--- config.mk ---
export PLATFORM = sky130hd
export DESIGN_NAME = lvd_top
export DESIGN_NICKNAME = d
export VERILOG_FILES = /design/src/lvd_pkg.sv /design/src/lvd_cmp_if.sv /design/src/lvd_sync.sv /design/src/lvd_top.sv
export VERILOG_INCLUDE_DIRS = /design/src
export SDC_FILE = /design/constraint.sdc
export NUM_CORES = 1
export LEC_CHECK = 0
export BUFFER_PORTS_ARGS = -buffer_cell sky130_fd_sc_hd__buf_2
export CAP_MARGIN = 0
export CORE_UTILIZATION = 50
export DETAILED_ROUTE_END_ITERATION = 10
export GPL_TIMING_DRIVEN = 0
export PLACE_DENSITY = 0.78
export SYNTH_ARGS = -nofsm -noshare
export SYNTH_HDL_FRONTEND = slang
export SYNTH_SLANG_ARGS = --single-unit
export TNS_END_PERCENT = 30
--- constraint.sdc ---
create_clock -name CLK_I -period 2.21 [get_ports CLK_I]
set_clock_uncertainty 0.2 [all_clocks]
set_input_delay 0.442 -clock CLK_I [delete_from_list [all_inputs] [get_ports CLK_I]]
set_output_delay 0.442 -clock CLK_I [all_outputs]
set_load 0.02 [all_outputs]
--- src/lvd_defines.svh ---
// Register map, field positions, reset values and timing counts of the low-voltage detector
`ifndef LVD_DEFINES_SVH
`define LVD_DEFINES_SVH
`define LVD_ADDR_DIR   16'hFF2C
`define LVD_ADDR_CTL   16'hFFBE
`define LVD_ADDR_LVL   16'hFFBF
`define LVD_CTL_EN     7
`define LVD_CTL_SRC    2
`define LVD_CTL_MODE   1
`define LVD_CTL_FLAG   0
`define LVD_CTL_RST    8'h00
`define LVD_LVL_RST    8'h00
`define LVD_DIR_RST    8'hFF
`define LVD_DIR_PIN    0
`define LVD_CLK_MHZ    100
`define LVD_STAB_US    10
`define LVD_FILTER_US  200
`define LVD_FILTER_CYC (`LVD_FILTER_US * `LVD_CLK_MHZ)
`endif

--- src/lvd_pkg.sv ---
// Types shared by the low-voltage detector modules
package lvd_pkg;
  typedef enum logic {
    LVD_SRC_SUPPLY = 1'b0,
    LVD_SRC_EXT    = 1'b1
  } lvd_src_type;
  typedef enum logic {
    LVD_MODE_IRQ   = 1'b0,
    LVD_MODE_RESET = 1'b1
  } lvd_mode_type;
endpackage

--- src/lvd_cmp_if.sv ---
// Comparator results before and after synchronisation
`timescale 1ns/1ps
`default_nettype none
interface lvd_cmp_if;
  logic [1:0] raw;   // Bit 0 supply below, bit 1 external below
  logic [1:0] sync;
  modport user     (output raw, input sync);
  modport sync_side(input raw, output sync);
endinterface // lvd_cmp_if
`default_nettype wire

--- src/lvd_sync.sv ---
// Two-flop synchroniser for the comparator outputs
`timescale 1ns/1ps
`default_nettype none
module lvd_sync #(
  parameter int WIDTH = 2
) (
  input  wire logic         clk_i,    // System clock
  input  wire logic         resetn_i, // Synchronous reset, active low
  lvd_cmp_if.sync_side      cmp       // Raw in, synchronised out
);
  genvar g;
  generate
    for (g = 0; g < WIDTH; g++) begin : g_bit
      logic meta_q;
      logic sync_q;
      always_ff @(posedge clk_i) begin
        if (!resetn_i) begin
          meta_q <= 1'b0;
          sync_q <= 1'b0;
        end else begin
          meta_q <= cmp.raw[g];
          sync_q <= meta_q;
        end
      end
      assign cmp.sync[g] = sync_q;
    end
  endgenerate
endmodule // lvd_sync
`default_nettype wire

--- src/lvd_top.sv ---
// Low-voltage detector control registers, level filter, reset and interrupt generation
`timescale 1ns/1ps
`default_nettype none
`include "lvd_defines.svh"
module lvd_top
  import lvd_pkg::*;
#(
  parameter int FILTER_CYCLES = `LVD_FILTER_CYC,
  parameter int CNT_W         = 15
) (
  input  wire logic        CLK_I,          // System clock, 100 MHz
  input  wire logic        RESETN_I,       // Non-detector reset, active low
  input  wire logic [15:0] ADDR_I,         // CPU address
  input  wire logic        BYTE_WR_I,      // Byte write strobe
  input  wire logic [7:0]  WDATA_I,        // Byte write data
  input  wire logic        BIT_WR_I,       // Single-bit write strobe
  input  wire logic [2:0]  BIT_SEL_I,      // Bit number for bit write
  input  wire logic        BIT_VAL_I,      // Bit value for bit write
  input  wire logic        RD_I,           // Read strobe
  output logic      [7:0]  RDATA_O,        // Read data, one cycle after RD_I
  input  wire logic        SUPPLY_BELOW_I, // Supply comparator, 1 when below
  input  wire logic        EXT_BELOW_I,    // External pin comparator, 1 when below
  output logic             COMP_EN_O,      // Comparator enable
  output logic      [3:0]  LEVEL_CODE_O,   // Supply threshold code
  output logic      [7:0]  PORT12_DIR_O,   // Port 12 direction
  output logic             INT_RESET_O,    // Detector internal reset request
  output logic             DET_IRQ_O,      // Detector interrupt pulse
  output logic             IRQ_REQ_FLAG_O, // Sticky interrupt request flag
  input  wire logic        IRQ_REQ_CLR_I,  // Clear request flag
  output logic             IRQ_MASK_O,     // Interrupt mask flag
  input  wire logic        MASK_WR_I,      // Write mask flag
  input  wire logic        MASK_VAL_I,     // Mask value
  output logic             RST_SRC_FLAG_O, // Detector reset-source flag
  input  wire logic        RST_SRC_CLR_I   // Clear reset-source flag
);
  localparam logic [CNT_W-1:0] FILT_LIM = CNT_W'(FILTER_CYCLES - 1);

  logic              en_q;
  lvd_src_type       src_q;
  lvd_mode_type      mode_q;
  logic              flag_q;
  logic              flag_d;
  logic [3:0]        lvl_q;
  logic              dir0_q;
  logic [CNT_W-1:0]  cnt_q;
  logic              irq_q;
  logic              req_q;
  logic              mask_q;
  logic              rsf_q;
  logic              int_rst_q;
  logic [7:0]        rdata_q;
  logic              wr_any;
  logic              sel_below;
  logic              below_act;
  logic [7:0]        ctl_rd;
  logic [7:0]        lvl_rd;
  logic [7:0]        dir_rd;
  logic [7:0]        cur_rd;
  logic [7:0]        wval;

  lvd_cmp_if cmp ();
  assign cmp.raw = {EXT_BELOW_I, SUPPLY_BELOW_I};

  ////////////////////////////////////////////////////////////////////////
  // sync comparators
  lvd_sync #(.WIDTH(2)) u_sync (
    .clk_i    (CLK_I),
    .resetn_i (RESETN_I),
    .cmp      (cmp)
  );

  ////////////////////////////////////////////////////////////////////////
  assign ctl_rd = {en_q, 4'h0, src_q, mode_q, flag_q};
  assign lvl_rd = {4'h0, lvl_q};
  assign dir_rd = {7'h7F, dir0_q};

  always_comb begin
    case (ADDR_I)
      `LVD_ADDR_CTL: cur_rd = ctl_rd;
      `LVD_ADDR_LVL: cur_rd = lvl_rd;
      `LVD_ADDR_DIR: cur_rd = dir_rd;
      default:       cur_rd = 8'h00;
    endcase
  end

  always_comb begin
    wval = cur_rd;
    if (BYTE_WR_I) begin
      wval = WDATA_I;
    end else begin
      wval[BIT_SEL_I] = BIT_VAL_I;
    end
  end
  // CPU is held in reset while the detector resets it, so writes are dropped then
  assign wr_any = (BYTE_WR_I | BIT_WR_I) & ~int_rst_q;

  always_ff @(posedge CLK_I) begin
    if (!RESETN_I) begin
      rdata_q <= 8'h00;
    end else if (RD_I) begin
      rdata_q <= cur_rd;
    end
  end

  ////////////////////////////////////////////////////////////////////////
  // control reset and write
  always_ff @(posedge CLK_I) begin
    if (!RESETN_I) begin
      en_q   <= 1'(`LVD_CTL_RST >> `LVD_CTL_EN);
      src_q  <= LVD_SRC_SUPPLY;
      mode_q <= LVD_MODE_IRQ;
    end else if (wr_any && ADDR_I == `LVD_ADDR_CTL) begin
      en_q   <= wval[`LVD_CTL_EN];
      src_q  <= lvd_src_type'(wval[`LVD_CTL_SRC]);
      mode_q <= lvd_mode_type'(wval[`LVD_CTL_MODE]);
    end
  end

  // level select kept over own reset
  always_ff @(posedge CLK_I) begin
    if (!RESETN_I) begin
      lvl_q <= 4'(`LVD_LVL_RST);
    end else if (wr_any && ADDR_I == `LVD_ADDR_LVL) begin
      lvl_q <= wval[3:0];
    end
  end

  always_ff @(posedge CLK_I) begin
    if (!RESETN_I || int_rst_q) begin
      dir0_q <= 1'b1;
    end else if (wr_any && ADDR_I == `LVD_ADDR_DIR) begin
      dir0_q <= wval[`LVD_DIR_PIN];
    end
  end

  ////////////////////////////////////////////////////////////////////////
  // external ignores level code
  assign sel_below = (src_q == LVD_SRC_EXT) ? cmp.sync[1] : cmp.sync[0];
  assign below_act = en_q & sel_below;

  always_ff @(posedge CLK_I) begin
    if (!RESETN_I || !below_act) begin
      cnt_q <= '0;
    end else if (cnt_q != FILT_LIM) begin
      cnt_q <= cnt_q + 1'b1;
    end
  end

  assign flag_d = below_act & (cnt_q == FILT_LIM);

  always_ff @(posedge CLK_I) begin
    if (!RESETN_I) begin
      flag_q <= 1'b0;
    end else begin
      flag_q <= flag_d;
    end
  end

  always_ff @(posedge CLK_I) begin
    if (!RESETN_I) begin
      int_rst_q <= 1'b0;
    end else begin
      int_rst_q <= en_q & (mode_q == LVD_MODE_RESET) & flag_d;
    end
  end

  // pulse on both crossings; falls out since disabling drops the flag
  always_ff @(posedge CLK_I) begin
    if (!RESETN_I) begin
      irq_q <= 1'b0;
    end else begin
      irq_q <= (mode_q == LVD_MODE_IRQ) & (flag_q ^ flag_d);
    end
  end

  always_ff @(posedge CLK_I) begin
    if (!RESETN_I) begin
      req_q <= 1'b0;
    end else if (irq_q) begin
      req_q <= 1'b1;
    end else if (IRQ_REQ_CLR_I) begin
      req_q <= 1'b0;
    end
  end

  always_ff @(posedge CLK_I) begin
    if (!RESETN_I || int_rst_q) begin
      mask_q <= 1'b1;
    end else if (MASK_WR_I) begin
      mask_q <= MASK_VAL_I;
    end
  end

  always_ff @(posedge CLK_I) begin
    if (!RESETN_I) begin
      rsf_q <= 1'b0;
    end else if (int_rst_q) begin
      rsf_q <= 1'b1;
    end else if (RST_SRC_CLR_I) begin
      rsf_q <= 1'b0;
    end
  end

  ////////////////////////////////////////////////////////////////////////
  assign RDATA_O        = rdata_q;
  assign COMP_EN_O      = en_q;
  assign LEVEL_CODE_O   = lvl_q;
  assign PORT12_DIR_O   = dir_rd;
  assign INT_RESET_O    = int_rst_q;
  assign DET_IRQ_O      = irq_q;
  assign IRQ_REQ_FLAG_O = req_q;
  assign IRQ_MASK_O     = mask_q;
  assign RST_SRC_FLAG_O = rsf_q;

  ////////////////////////////////////////////////////////////////////////
  // Helper: consecutive cycles below while enabled
  logic [CNT_W:0] run_q;
  always_ff @(posedge CLK_I) begin
    if (!RESETN_I || !below_act) begin
      run_q <= '0;
    end else if (run_q != {1'b1, {CNT_W{1'b0}}}) begin
      run_q <= run_q + 1'b1;
    end
  end

  a_ctl_reset: assert property (@(posedge CLK_I) !RESETN_I |=> ctl_rd == 8'h00)
    else $error("control not cleared by reset");
  a_own_keep: assert property (@(posedge CLK_I) disable iff (!RESETN_I)
    int_rst_q |=> ($stable(en_q) && $stable(src_q) && $stable(mode_q) && $stable(lvl_q)))
    else $error("detector reset changed settings");
  a_lvl_reset: assert property (@(posedge CLK_I) !RESETN_I |=> LEVEL_CODE_O == 4'h0)
    else $error("level select not cleared");
  a_dir_reset: assert property (@(posedge CLK_I) (!RESETN_I || int_rst_q) |=> PORT12_DIR_O == 8'hFF)
    else $error("direction not set by reset");
  a_mask_reset: assert property (@(posedge CLK_I) (!RESETN_I || int_rst_q) |=> IRQ_MASK_O)
    else $error("mask not set by reset");
  a_src_flag: assert property (@(posedge CLK_I) disable iff (!RESETN_I)
    INT_RESET_O |=> RST_SRC_FLAG_O)
    else $error("reset-source flag not set");
  a_flag_delay: assert property (@(posedge CLK_I) disable iff (!RESETN_I)
    $rose(flag_q) |-> $past(run_q) >= (CNT_W+1)'(FILTER_CYCLES - 1))
    else $error("level flag set too early");
  a_flag_off: assert property (@(posedge CLK_I) disable iff (!RESETN_I)
    (!en_q || !sel_below) |=> !flag_q)
    else $error("flag set while disabled or above");
  a_irq_edge: assert property (@(posedge CLK_I) disable iff (!RESETN_I)
    (mode_q == LVD_MODE_IRQ && flag_q != flag_d) |=> DET_IRQ_O ##1 IRQ_REQ_FLAG_O)
    else $error("crossing gave no interrupt");
  a_rst_hold: assert property (@(posedge CLK_I) disable iff (!RESETN_I)
    (flag_q && $past(mode_q) == LVD_MODE_RESET) |-> INT_RESET_O)
    else $error("reset not held while below");
  a_rst_release: assert property (@(posedge CLK_I) disable iff (!RESETN_I)
    !flag_q |-> !INT_RESET_O)
    else $error("reset held while above");
endmodule // lvd_top
`default_nettype wire

==> impl_results.md <==
- Clk sinks: 39
- Final Hold Fails: 0
- RSZ-0062 raised after global routing: no
- Max Transition Viols Final: 0
- Die area: 0.00432 mm^2
- Synth-to-Final Area Change: 21.1%
- Yosys top cell by area: dfxtp_1
- Top FF cell, synth: dfxtp_1
- Initial core utilization: 0.538
- Dpl cells: 344
- Worst setup margin: 225 ps
- Avg Cell Area, Syn: 8.53 um^2
- Data required, critical path: 2240 ps
- Root buf cell: clkbuf_8
- Largest net degree at the start of global routing: 13
- Diodes inserted: 0
- Routed wire length per instance: 13.0 um
- # setup viols final: 0
- Crit Path Class: reg -> reg
- Area taken by multi-input logic gates: 0.00112 mm^2
- Vias: 1973
- Pre-Repair DR Iteration Count: 4
- Share of layout cells above drive strength 1: 0.280
- Arr. time, crit path: 2010 ps
- Final ANT Viol Nets: 0
- Hold Crit Depth: 2
- All-Layer GR Usage: 0.234
- Clk slew on worst S/H paths: 70 ps
- Status: finished clean
- Area of the core: 0.00377 mm^2
- Max Cap Violations: 0
- Setup bufs post-CTS: 0
- DIE HEIGHT: 65.7 um
- Drt via density: 5.61
- Maximum root-to-sink buffer count: 2
- Grt ovf: 0
- Post-synth EDFFs: 0
- Seq. cell area: 781 um^2
- Warnings from Yosys: 0
- Fraction of registers with async set or reset after synthesis: 0
- # fillers: 344
- CTS tree: done
- DR iter-0 viols: 88
- WL final: 4.59 mm
- Crit path time final: 1980 ps
- Static Leak: 0.976 nW
- Minimum hold slack: 147 ps
- Post-CTS Hold Buffers: 0
- Synth area leaders: dfxtp_1 38%, a21oi_1 3.9%, nand3_1 3.9%, buf_4 3.7%, xor2_1 3.0%
- Power per standard cell area: 531 mW/mm^2
- Nets: 343
- CP endpoint kind: flip-flop
- First-pass GRT wire length: 7.62 mm
- Count of cell types in the netlist: 52
- Remaining DRCs: 0
- Post-synthesis sequential area ratio: 0.384
- Share of the synthesized area in the top cell type: 0.384
- Setup TNS: 0 ps
- Detailed placement HPWL: 3.42 mm
- Later-pin clock latency in the skew report: 300 ps
- Num ports: 65
- GPL Wtd Cong: 0.926
- F_max: 0.504 GHz
- Relative slew slack: 0.566
- GR peak layer: met2
- Number of cells produced by synthesis: 238
- Commonest non-fill, non-tap cells in the layout: 55 x buf_2, 39 x dfxtp_1, 16 x nand3_1, 16 x a21oi_1, 16 x nand2_1
- Worst Hold Class: in -> reg
- Row Count: 22
- Part of the cycle the worst path needs: 0.898
- Setup WS pre-CTS: 207 ps
- Flop and latch count out of synthesis: 39
- GR Util met2: 0.360
- Post-synth design cell area: 0.00203 mm^2
- Max IR drop VDD: 276 uV
- Vias in the first global route: 1714
- Worst R2R Path Depth: 7
- H-tree depth: 2
- Commonest non-fill, non-tap cell in the layout: buf_2
- Met3 usage in global routing: 0.0486
- Global routing usage on met1: 0.303
- Total CTS buffers: 5
- CP Launch Type: flip-flop
- Initial antenna violation count: 0
- Worst-margin pin slew: 646 ps
- Crit-path max FO: 8
- Non-filler cells, final: 352
- Die width: 65.7 um
- Cts repair resizes: 0
- Buffers added on ports: 52
state kept, by name (all words and copies together), names as in the netlist, 2 cells and up:
signal / cells
LEVEL_CODE_O: 4
RDATA_O: 6
u_sync.g_bit.meta_q: 2
cnt_q: 15
u_sync.g_bit.sync_q: 2
metal layers:
layer,part of all wire,up-vias
met5,0,-
met4,0.021,0
met3,0.069,10
met2,0.43,83
met1,0.48,890
li1,-,990
kinds of logic (layout without fill, tap and decap cells):
group	count (synthesis)	count (layout)	share of synthesized area
AOI/OAI and AO/OA	55	55	0.176
xor gates and xnor gates	8	8	0.0345
adders and majority gates	1	1	0.00616
buffers and inverters	28	88	0.0764
DFF	39	39	0.384
muxes	4	4	0.0197
other	1	7	0.00185
and+or+nand+nor	102	102	0.301
Yosys cell counts, drive strengths merged, types with 2 or more instances:
cell type and number:
and3 4, o21a 2, nand2b 8, nand4 9, nor4 2, a21oi 16
nor3 6, xor2 7, and2 9, a211oi 3, a31o 3, a31oi 7
clkbuf 7, mux2i 4, o21ai 8, buf 14, o22ai 6, o2111ai 2
inv 7, a41o 2, nor2 13, nand3 16, or4 2, and4 5
nand2 16, dfxtp 39, nor2b 2, or3 6
final cells by class:
type | instances | area share
buffer | 21 | 0.0524
clock buffer | 6 | 0.0295
clock inverter | 2 | 0.00509
sequential | 39 | 0.318
timing repair buffer | 52 | 0.106
inverter | 7 | 0.0107
multi-input combinational | 177 | 0.454
tap | 48 | 0.0244
power breakdown:
group | internal, mW | switching (mW) | total (mW)
sequential | 0.707 | 0.00106 | 0.708
combinational | 0.0533 | 0.0690 | 0.122
clock | 0.220 | 0.256 | 0.477
total | 0.980 | 0.326 | 1.31
worst max-delay path, stage by stage, from the launching register on:
cell      delay (ps)
dfxtp_1          330
ha_1             230
and4_1           220
buf_6            140
and4_1           170
clkbuf_2         150
or3_1            350
a21oi_1          140
worst paths after layout:
kind | startpoint | endpoint | slack [ps]
setup / recovery | cnt_q[0] | cnt_q[3] | 230
hold / removal | MASK_VAL_I | IRQ_MASK_O | 150
setup reg to reg | cnt_q[0] | cnt_q[3] | 230
hold reg to reg | u_sync.g_bit[1].meta_q | u_sync.g_bit[1].sync_q | 240
metrics by stage:
stage | util | area (um^2) | power, mW
5_1_grt | 0.652 | 2460 | 1.37
2_1_floorplan | - | 2050 | 0.794
6_report | 0.652 | 2460 | 1.31
3_5_place_dp | 0.629 | 2370 | 0.844
3_3_place_gp | 0.629 | 2370 | 0.841
4_1_cts | 0.652 | 2460 | 1.31
(Power assumes the default switching activity.)
